[src/logic/ccem_pkg.sv]
// Package of constants for the control channel error monitor.
package ccem_pkg;

  // ==========================================================================
  // Register map (byte addresses on the Wishbone bus, index times four).
  // ==========================================================================
  // Register indices; one register per bus word, so the byte address is index * 4.
  localparam logic [7:0] status_index = 8'h6d;
  localparam logic [7:0] config_index = 8'h6e;
  localparam logic [7:0] irq_enable_index = 8'h78;
  localparam logic [7:0] irq_clear_index = 8'h79;
  localparam logic [9:0] status_addr = {status_index, 2'b00};
  localparam logic [9:0] config_addr = {config_index, 2'b00};
  localparam logic [9:0] irq_enable_addr = {irq_enable_index, 2'b00};
  localparam logic [9:0] irq_clear_addr = {irq_clear_index, 2'b00};

  // ==========================================================================
  // Status field positions.
  // ==========================================================================
  localparam int master_err_bit = 4;
  localparam int master_to_bit = 3;
  localparam int slave_err_bit = 2;
  localparam int slave_to_bit = 1;
  localparam int resp_err_bit = 0;
  localparam logic [7:0] status_reset = 8'h00;

  // ==========================================================================
  // Configuration field positions and reset value.
  // ==========================================================================
  localparam int remote_disable_bit = 5;
  localparam int term_on_err_bit = 4;
  localparam int ack_remote_read_bit = 2;
  localparam int data_check_bit = 1;
  localparam int enh_enable_bit = 0;
  localparam logic [7:0] config_reset = 8'h20;
  // Writable configuration bits; bits 7 and 6 are reserved read-only zero.
  localparam logic [7:0] config_write_mask = 8'h3f;

  // ==========================================================================
  // Transaction tracker states.
  // ==========================================================================
  typedef enum logic [1:0]
  {
    ccem_idle = 2'b00,
    ccem_wait = 2'b01,
    ccem_abort = 2'b10
  } ccem_state_type;

endpackage : ccem_pkg

[src/logic/ccem_event_latch.sv]
// Sticky event flags with read-clear where a fresh event wins.
module ccem_event_latch
(
  input wire logic clk_i,
  input wire logic rst_i,
  input wire logic [4:0] set_i,
  input wire logic clear_i,
  output logic [4:0] flags_o
);

  // ==========================================================================
  // Flag storage.
  // ==========================================================================
  // A set in the clear cycle survives, so no event is ever lost.
  always_ff @(posedge clk_i)
  begin
    if (rst_i)
    begin
      flags_o <= 5'h00;
    end
    else if (clear_i)
    begin
      flags_o <= set_i;
    end
    else
    begin
      flags_o <= flags_o | set_i;
    end
  end

endmodule : ccem_event_latch

[src/logic/ccem_echo_check.sv]
// Echo comparator: remembers each sent data byte and checks the response.
module ccem_echo_check
(
  input wire logic clk_i,
  input wire logic rst_i,
  input wire logic sent_valid_i,
  input wire logic [7:0] sent_data_i,
  input wire logic resp_valid_i,
  input wire logic [7:0] resp_data_i,
  input wire logic resp_fault_i,
  input wire logic check_enable_i,
  output logic mismatch_o
);

  // ==========================================================================
  // Byte memory and compare.
  // ==========================================================================
  // The last byte sent forward, awaiting its echo.
  logic [7:0] sent_byte;
  // Set while a sent byte has not yet been echoed.
  logic pending;

  // Capture each forward byte.
  always_ff @(posedge clk_i)
  begin
    if (rst_i)
    begin
      sent_byte <= 8'h00;
      pending <= 1'b0;
    end
    else if (sent_valid_i)
    begin
      sent_byte <= sent_data_i;
      pending <= 1'b1;
    end
    else if (resp_valid_i)
    begin
      pending <= 1'b0;
    end
  end

  // Flag mismatches or faulty responses as a one-cycle pulse.
  always_ff @(posedge clk_i)
  begin
    if (rst_i)
    begin
      mismatch_o <= 1'b0;
    end
    else
    begin
      mismatch_o <= check_enable_i & resp_valid_i & pending & (resp_fault_i | (resp_data_i != sent_byte));
    end
  end

endmodule : ccem_echo_check

[src/logic/ccem_monitor.sv]
// Control channel error monitor: status flags, configuration and Wishbone slave.
// What this block does
// Link error while master waits sets flag
// Watchdog expiry while master waits sets flag
// Link error while slave waits sets flag
// Watchdog expiry while slave waits sets flag
// Far end echoes each sent data byte
// Echo mismatch or fault sets response flag
// Flags sticky, cleared by status read
// Remote-disable bit blocks remote master access
// Local register access always still works
// Terminate-on-error aborts transaction on CRC
// Terminate ignored when enhanced checking off
// Enhanced checking only while enable bit set
// Event during read-clear stays set
module ccem_monitor
(
  input wire logic clk_i,
  input wire logic rst_i,
  // Wishbone classic slave.
  input wire logic wb_cyc_i,
  input wire logic wb_stb_i,
  input wire logic wb_we_i,
  input wire logic [9:0] wb_adr_i,
  input wire logic [3:0] wb_sel_i,
  input wire logic [31:0] wb_dat_i,
  output logic [31:0] wb_dat_o,
  output logic wb_ack_o,
  output logic wb_err_o,
  // Channel activity from the control channel engine.
  input wire logic master_wait_i,
  input wire logic slave_wait_i,
  input wire logic crc_error_i,
  input wire logic lock_lost_i,
  input wire logic watchdog_expired_i,
  input wire logic sent_valid_i,
  input wire logic [7:0] sent_data_i,
  input wire logic resp_valid_i,
  input wire logic [7:0] resp_data_i,
  input wire logic resp_fault_i,
  // Local I2C master request classification.
  input wire logic i2c_req_i,
  input wire logic i2c_remote_i,
  // Outputs to the engine.
  output logic remote_grant_o,
  output logic remote_block_o,
  output logic abort_o,
  output logic ack_remote_read_o,
  output logic irq_o
);

  // ==========================================================================
  // Helpers.
  // ==========================================================================
  // Decode one word address, ignoring the two byte-offset bits.
  function automatic logic ccem_hit(input logic [9:0] adr, input logic [9:0] target);
    ccem_hit = (adr[9:2] == target[9:2]);
  endfunction : ccem_hit

  // ==========================================================================
  // Register state.
  // ==========================================================================
  // Configuration register.
  logic [7:0] config_reg;
  // Interrupt enable register, same layout as status.
  logic [4:0] irq_enable;
  // Interrupt-side sticky copy of the events, cleared by a write.
  logic [4:0] irq_status;
  // Sticky error flags read in the status register.
  logic [4:0] flags;
  // Event vector for this cycle.
  logic [4:0] events;
  // Echo mismatch pulse.
  logic resp_mismatch;
  // Bus access this cycle, not yet answered.
  logic access;
  // Read of the status register that clears it.
  logic status_read;
  // Tracker state.
  ccem_pkg::ccem_state_type state;
  ccem_pkg::ccem_state_type next_state;

  assign access = wb_cyc_i & wb_stb_i & ~wb_ack_o & ~wb_err_o;

  // ==========================================================================
  // Event detection.
  // ==========================================================================
  // Link errors and timeouts count only while a response is awaited.
  always_comb
  begin
    events = 5'h00;
    // master link error
    events[ccem_pkg::master_err_bit] = master_wait_i & (crc_error_i | lock_lost_i);
    // master watchdog timeout
    events[ccem_pkg::master_to_bit] = master_wait_i & watchdog_expired_i;
    // slave link error
    events[ccem_pkg::slave_err_bit] = slave_wait_i & (crc_error_i | lock_lost_i);
    // slave watchdog timeout
    events[ccem_pkg::slave_to_bit] = slave_wait_i & watchdog_expired_i;
    // response data error
    events[ccem_pkg::resp_err_bit] = resp_mismatch;
  end

  // The echo checker relies on the far end returning each byte.
  // echo expected back
  // check gated by enable
  ccem_echo_check u_echo
  (
    .clk_i(clk_i),
    .rst_i(rst_i),
    .sent_valid_i(sent_valid_i),
    .sent_data_i(sent_data_i),
    .resp_valid_i(resp_valid_i),
    .resp_data_i(resp_data_i),
    .resp_fault_i(resp_fault_i),
    .check_enable_i(config_reg[ccem_pkg::enh_enable_bit] & config_reg[ccem_pkg::data_check_bit]),
    .mismatch_o(resp_mismatch)
  );

  // ==========================================================================
  // Status flags.
  // ==========================================================================
  // clear on status read
  assign status_read = access & ~wb_we_i & ccem_hit(wb_adr_i, ccem_pkg::status_addr);

  // set beats read-clear
  ccem_event_latch u_flags
  (
    .clk_i(clk_i),
    .rst_i(rst_i),
    .set_i(events),
    .clear_i(status_read),
    .flags_o(flags)
  );

  // ==========================================================================
  // Configuration and interrupt registers.
  // ==========================================================================
  // Software writes to configuration, honouring byte lane 0.
  always_ff @(posedge clk_i)
  begin
    if (rst_i)
    begin
      config_reg <= ccem_pkg::config_reset;
    end
    else if (access & wb_we_i & wb_sel_i[0] & ccem_hit(wb_adr_i, ccem_pkg::config_addr))
    begin
      config_reg <= wb_dat_i[7:0] & ccem_pkg::config_write_mask;
    end
  end

  // Interrupt enable register.
  always_ff @(posedge clk_i)
  begin
    if (rst_i)
    begin
      irq_enable <= 5'h00;
    end
    else if (access & wb_we_i & wb_sel_i[0] & ccem_hit(wb_adr_i, ccem_pkg::irq_enable_addr))
    begin
      irq_enable <= wb_dat_i[4:0];
    end
  end

  // Interrupt status: write-one-to-clear, a same-cycle event still wins.
  always_ff @(posedge clk_i)
  begin
    if (rst_i)
    begin
      irq_status <= 5'h00;
    end
    else if (access & wb_we_i & wb_sel_i[0] & ccem_hit(wb_adr_i, ccem_pkg::irq_clear_addr))
    begin
      irq_status <= (irq_status & ~wb_dat_i[4:0]) | events;
    end
    else
    begin
      irq_status <= irq_status | events;
    end
  end

  // Level interrupt from registered state; one cycle behind the status bit.
  always_ff @(posedge clk_i)
  begin
    if (rst_i)
    begin
      irq_o <= 1'b0;
    end
    else
    begin
      irq_o <= |(irq_status & irq_enable);
    end
  end

  // ==========================================================================
  // Wishbone answer.
  // ==========================================================================
  // Every access is answered one cycle after it is seen; unmapped gets err.
  always_ff @(posedge clk_i)
  begin
    if (rst_i)
    begin
      wb_ack_o <= 1'b0;
      wb_err_o <= 1'b0;
      wb_dat_o <= 32'h0000_0000;
    end
    else
    begin
      wb_ack_o <= 1'b0;
      wb_err_o <= 1'b0;
      wb_dat_o <= 32'h0000_0000;
      if (access)
      begin
        if (ccem_hit(wb_adr_i, ccem_pkg::status_addr))
        begin
          wb_ack_o <= 1'b1;
          // The read returns flags before this cycle's clear; a same-cycle event stays for next read.
          wb_dat_o <= {27'h0, flags};
        end
        else if (ccem_hit(wb_adr_i, ccem_pkg::config_addr))
        begin
          wb_ack_o <= 1'b1;
          wb_dat_o <= {24'h0, config_reg};
        end
        else if (ccem_hit(wb_adr_i, ccem_pkg::irq_enable_addr))
        begin
          wb_ack_o <= 1'b1;
          wb_dat_o <= {27'h0, irq_enable};
        end
        else if (ccem_hit(wb_adr_i, ccem_pkg::irq_clear_addr))
        begin
          // Write-only clear register reads as zero.
          wb_ack_o <= 1'b1;
        end
        else
        begin
          wb_err_o <= 1'b1;
        end
      end
    end
  end

  // ==========================================================================
  // Local I2C master access gating.
  // ==========================================================================
  // Remote requests are blocked while the disable bit is set; local ones always pass.
  always_ff @(posedge clk_i)
  begin
    if (rst_i)
    begin
      remote_grant_o <= 1'b0;
      remote_block_o <= 1'b0;
    end
    else
    begin
      // remote access gating
      remote_grant_o <= i2c_req_i & i2c_remote_i & ~config_reg[ccem_pkg::remote_disable_bit];
      remote_block_o <= i2c_req_i & i2c_remote_i & config_reg[ccem_pkg::remote_disable_bit];
      // local access unaffected: local requests never reach either output.
    end
  end

  // Remote-read acknowledge helper is only meaningful under enhanced checking.
  always_ff @(posedge clk_i)
  begin
    if (rst_i)
    begin
      ack_remote_read_o <= 1'b0;
    end
    else
    begin
      ack_remote_read_o <= config_reg[ccem_pkg::enh_enable_bit] & config_reg[ccem_pkg::ack_remote_read_bit];
    end
  end

  // ==========================================================================
  // Transaction tracker and abort.
  // ==========================================================================
  // Decide whether a CRC error ends the active transaction.
  always_comb
  begin
    next_state = state;
    case (state)
      ccem_pkg::ccem_idle:
      begin
        if (master_wait_i | slave_wait_i)
        begin
          next_state = ccem_pkg::ccem_wait;
        end
      end
      ccem_pkg::ccem_wait:
      begin
        // abort on CRC
        // needs enhanced checking
        if (crc_error_i & config_reg[ccem_pkg::term_on_err_bit] & config_reg[ccem_pkg::enh_enable_bit])
        begin
          next_state = ccem_pkg::ccem_abort;
        end
        else if (~(master_wait_i | slave_wait_i))
        begin
          next_state = ccem_pkg::ccem_idle;
        end
      end
      ccem_pkg::ccem_abort:
      begin
        // Hold abort until the engine drops its wait.
        if (~(master_wait_i | slave_wait_i))
        begin
          next_state = ccem_pkg::ccem_idle;
        end
      end
      default:
      begin
        next_state = ccem_pkg::ccem_idle;
      end
    endcase
  end

  // State register.
  always_ff @(posedge clk_i)
  begin
    if (rst_i)
    begin
      state <= ccem_pkg::ccem_idle;
    end
    else
    begin
      state <= next_state;
    end
  end

  // Abort output, registered from the next state.
  always_ff @(posedge clk_i)
  begin
    if (rst_i)
    begin
      abort_o <= 1'b0;
    end
    else
    begin
      abort_o <= (next_state == ccem_pkg::ccem_abort);
    end
  end

endmodule : ccem_monitor

[config.mk]
export PLATFORM = sky130hd
export DESIGN_NAME = ccem_monitor
export DESIGN_NICKNAME = d
export VERILOG_FILES = /design/src/logic/ccem_pkg.sv /design/src/logic/ccem_event_latch.sv /design/src/logic/ccem_echo_check.sv /design/src/logic/ccem_monitor.sv
export SDC_FILE = /design/constraint.sdc
export NUM_CORES = 1
export LEC_CHECK = 0
export ABC_AREA = 1
export BUFFER_PORTS_ARGS = -buffer_cell sky130_fd_sc_hd__buf_4
export CAP_MARGIN = 20
export CORE_MARGIN = 1
export CORE_UTILIZATION = 45
export CTS_BUF_LIST = sky130_fd_sc_hd__clkbuf_16
export CTS_CLUSTER_DIAMETER = 30
export CTS_CLUSTER_SIZE = 25
export DETAILED_ROUTE_END_ITERATION = 10
export HOLD_SLACK_MARGIN = 0.12
export PLACE_DENSITY = 0.79
export SYNTH_ARGS = -nofsm -noshare
export SYNTH_HDL_FRONTEND = slang
export SYNTH_HIERARCHICAL = 1
export SYNTH_SLANG_ARGS = --single-unit
[constraint.sdc]
create_clock -name clk_i -period 1.4 [get_ports clk_i]
set_input_delay 0 -clock clk_i [delete_from_list [all_inputs] [get_ports clk_i]]
set_output_delay 0 -clock clk_i [all_outputs]
set_load 0.01 [all_outputs]
; Word level (Yosys, flattened, before mapping)
; Cells that the tools add are included.
[classes]
addsub = 0
n_mul = 0
n_div = 0
order_cmp = 0
eq_ne = 8
shifts = 0
muxes = 16
n_bitwise = 38
reduce_logical = 7
[ops]
columns = op, n
row1 = 8-bit by 7-bit == test with 1-bit output (second input constant), 4
row2 = 1-bit AND, 24
row3 = 5-bit two-way mux, 4
row4 = 5-bit OR, 3
row5 = 5-bit AND, 2
row6 = 5-bit OR reduction, 2
row7 = 8-bit inequality test, 1
row8 = 1-bit two-way mux, 7
row9 = 2-bit two-way mux, 3
row10 = 6-bit two-way mux, 1
row11 = 2-bit one-hot mux with 3 select lines, 1
row12 = 1-bit inverter, 5
row13 = 5-bit inverter, 1
row14 = 2-bit == test (second input constant), 2
row15 = 4-bit OR reduction, 1
row16 = 1-bit OR, 3
row17 = 3-bit OR reduction, 1
row18 = 2-bit by 1-bit == test with 1-bit output (second input constant), 1
row19 = 2-bit zero test, 1
row20 = 2-bit nonzero test, 1
row21 = 2-bit OR reduction, 1
[word_totals]
ff_bits = 70
latch_bits = 0
mem_bits_rw = 0
rom_bits = 0
in_bits = 77
output_inout_bits = 39
wordCells = 87
memories = 0

; Longest topological paths before layout
[depth]
word_depth = 7
ltp_mapped = 9
depth_no_buf = 9

; By module
; The synthesis kept the hierarchy.
[by_module_without_submodules]
columns = mod, n_inst, cells_each, area_per_inst_um2, seq_area_each_um2
row1 = ccem_monitor, 1, 221, 1607.8, 620.6
row2 = ccem_echo_check, 1, 74, 480.5, 200.2
row3 = ccem_event_latch, 1, 21, 166.4, 100.1

; Worst setup path before layout
; OpenSTA, ideal clock, no wires.
[synth_path]
kind = flip-flop to flip-flop
from = reg wb_ack_o
to = reg irq_status[0]
setup_time_ps = 132
arrival_time_ps = 1034
required_time_ps = 1268
path_slack_ps = 234
stages_incl_launch_ff = 8
n_path_buf = 1
synth_period_minus_slack_ps = 1166
path_cell_list = dfxtp_1 > nor2_1 > nand2_1 > nor2_2 > buf_4 > nand3_1 > nand2_1 > a21oi_1
[synth_via]
elab_chain_len = 7
[synth_rtl]
columns = element, line_no
row1 = "start, declared", ccem_monitor.sv:28  ; output logic wb_ack_o,
row2 = "start signal, assigned", ccem_monitor.sv:203  ; wb_ack_o <= 1'b0;
row3 = "start signal, assigned", ccem_monitor.sv:209  ; wb_ack_o <= 1'b0;
row4 = "start signal, assigned", ccem_monitor.sv:216  ; wb_ack_o <= 1'b1;
row5 = 1-bit inverter, ccem_monitor.sv:83  ; assign access = wb_cyc_i & wb_stb_i & ~wb_ack_o & ~wb_err_o;
row6 = 1-bit AND (2 in a row), ccem_monitor.sv:83
row7 = 1-bit AND (3 in a row), ccem_monitor.sv:172  ; else if (access & wb_we_i & wb_sel_i[0] & ccem_hit(wb_adr_i, ccem_pkg::irq_clear_addr))
row8 = 5-bit two-way mux, ccem_monitor.sv:172
row9 = "end signal, assigned", ccem_monitor.sv:174  ; irq_status <= (irq_status & ~wb_dat_i[4:0]) | events;
row10 = "end signal, assigned", ccem_monitor.sv:178  ; irq_status <= irq_status | events;
row11 = "end, declared", ccem_monitor.sv:68  ; logic [4:0] irq_status;
; Every way passes these cells.
; A chain may end at the register's enable or synchronous reset.

; Worst setup path in the final report
[layout_path]
from = in wb_adr_i[4]
to = reg irq_enable[3]
[layout_via]
elab_chain_len = 2
[layout_rtl]
columns = element, line_no
row1 = "start, declared", ccem_monitor.sv:24  ; input wire logic [9:0] wb_adr_i,
row2 = 8-bit by 7-bit == test with 1-bit output, ccem_monitor.sv:57  ; ccem_hit = (adr[9:2] == target[9:2]);
row3 = 1-bit AND, ccem_monitor.sv:159  ; else if (access & wb_we_i & wb_sel_i[0] & ccem_hit(wb_adr_i, ccem_pkg::irq_enable_addr))
row4 = "end signal, assigned", ccem_monitor.sv:161  ; irq_enable <= wb_dat_i[4:0];
row5 = "end, declared", ccem_monitor.sv:66  ; logic [4:0] irq_enable;
; Every way passes these cells.

==> metrics.txt <==
Max Cap Violations 0; worst-skew pair later-pin latency 0.28 ns; post-route ant nets 0; Area Overhead vs Synth 46.4%; most numerous cell in the Yosys netlist nand2_1; Top Usage Layer GRT met2; antenna violations before repair 0; post-synthesis cell type count 31; Yosys top cell by area dfxtp_1; Worst Path Arrival 1.53 ns; kind of critical path in2reg; share of post-route cells with drive strength above 1 22.5%; Post-Layout Inst Area 3300 um^2; clk buf depth 2; Synth async-reset ratio 0%; Power Dens Cells 877 nW/um^2; first-pass GRT wire length 9160 um; Fmax achieved 737 MHz; area of the multi-input gates 1020 um^2; grt ovf 0; fillers 407; measured slew at the worst slew-check pin 0.508 ns; Pre-Repair DR Iteration Count 4; Seq. cell area 921 um^2; die extent in y 72.8 um; ys flop type dfxtp_1; met2 Resource Use GR 42.4%; Clock Tree Root clkbuf_16; Largest register FFs 8; io pins 116; Tmin final 1.36 ns; width of the die 72.8 um; final WL 5840 um; Synth top cells by count 64 x nand2_1, 46 x dfxtp_1, 39 x inv_1, 37 x nor2_1, 27 x buf_4; DRC viols 0; Synth Instances 316; DRT iter0 DRCs 93; final std cells w/o fill 493; nets 503; Vias/cell 4.67; CTS HTree Levels 2; max-slew violations 0; P_leak 0.00165 uW; largest net degree at the start of global routing 16; # setup viols final 0; grt met3 use 5.11%; Initial Util 47.1%; fin crit share 96.9%; CP Capture Type flop; synthesized area per cell 7.14 um^2; ANT cells 0; total power 2900 uW; # placed instances 438; DP HPWL 3480 um; row count 25; CTS clk-pin slew, worst paths 0.06 ns; routed len/inst 11.9 um; clk sinks 46; met1 GRT Util 26.2%; IR drop worst, VDD 657 uV; Post-DP Area 2670 um^2; warnings from Yosys 6; CP Max Fanout 5; Clock Skew 0.00478 ns; gr usage total 23.1%; routability congestion estimate 0.876; TritonCTS clock tree built; Post-synth EDFFs 0; Synth Cell Area 2250 um^2; Via Count 2,301; Worst slew margin 66.0%; Critical Path RT 1.58 ns; Critical Path Source Type input pin; register area share after synthesis 40.8%; Fin. Hold Viols 0; synth top area cells dfxtp_1 41%, nand2_1 11%, buf_4 9.0%; number of global-route vias before repair 2,091; die area 5300 um^2; I/O Buffers 58; top cell type's share of synthesized area 40.8%; worst hold path type in2reg; FF+latch count, synth 46; status finished, final reports clean; Num CTS Buffers 5; core area 4790 um^2
worst max-delay path, stage by stage:
cell and delay (ns):
dlygate4sd3_1 0.55, buf_4 0.16, nor2_2 0.15, nand3_2 0.11
nor2_4 0.20, buf_12 0.13, nand3b_1 0.08, nand2_1 0.09
nor2_1 0.06
worst paths after layout:
kind	slack (ns)	depth (start not counted)	start	to
max	0.04	9	wb_adr_i[4]	irq_enable[3]
max reg2reg	0.11	3	config_reg[5]	remote_block_o
min	0.1	5	lock_lost_i	u_flags/flags_o[4]
min reg2reg	0.46	2	config_reg[2]	ack_remote_read_o
layout by cell type, fill, tap and decap left out, types with 2 or more instances in the layout:
cell           Yosys  routed
a21oi_1           18      18
buf_12             0       3
buf_4             27      61
clkbuf_16          0       5
conb_1             1      26
dfxtp_1           46      46
dlygate4sd3_1      0      45
inv_1             39      41
inv_2              6       6
nand2_1           64      64
nand2_2            5       5
nand3_1           17      17
nand3b_1           7       7
nand4_1            2       2
nor2_1            37      37
nor2_2             8       8
nor2_4             2       2
nor4_1             3       3
o21ai_0            9       8
o21ai_1            8       9
o22ai_1            2       2
kinds of logic after synthesis:
logic type	Yosys count	share of synthesized area, %
other cells	1	0.166
compound gates	39	8.99
xor+xnor	1	0.389
flops	46	40.8
buf+inv	77	18.0
simple gates	152	31.6
final cells by class:
type / count / area share [%]
clock inverter: 2 / 0.227
tap: 67 / 2.54
timing repair buffer: 109 / 29.3
clock buffer: 5 / 3.79
multi-input combinational: 218 / 30.9
inverter: 46 / 5.27
sequential: 46 / 27.9
metrics by stage:
step                utilization, %  setup TNS [ns]  hold WS [ns]  setup WS (ns)
floorplan                        -               0        0.0691          0.234
global placement              55.8               0         0.203          0.210
detailed placement            55.8               0         0.203          0.195
CTS                           68.0               0         0.129         0.0550
global route                  69.0         -0.0802         0.126        -0.0257
finish                        69.0               0        0.0976         0.0438
routing by layer:
metal | part of all wire [%] | vias up
li1 | - | 1151
met1 | 40 | 1039
met2 | 51 | 99
met3 | 6.3 | 12
met4 | 2.2 | 0
met5 | 0 | -
power by group:
part | switching [uW] | total, uW | internal (uW) | leakage (uW)
registers | 20.0 | 1370 | 1350 | 0.000376
logic | 204 | 431 | 227 | 0.00120
clock network | 458 | 1100 | 638 | 0.0000723
total | 681 | 2900 | 2210 | 0.00165
repair_timing:
| action | in CTS | in global routing |
|---|---|---|
| endpoints found under the hold margin | 38 | 0 |
| gates resized for setup | 0 | 1 |
| hold buffers | 45 | 0 |
| buffers inserted | 0 | 3 |
| setup endpoints to repair | 0 | 9 |
Power figures use the tool's default switching activity.
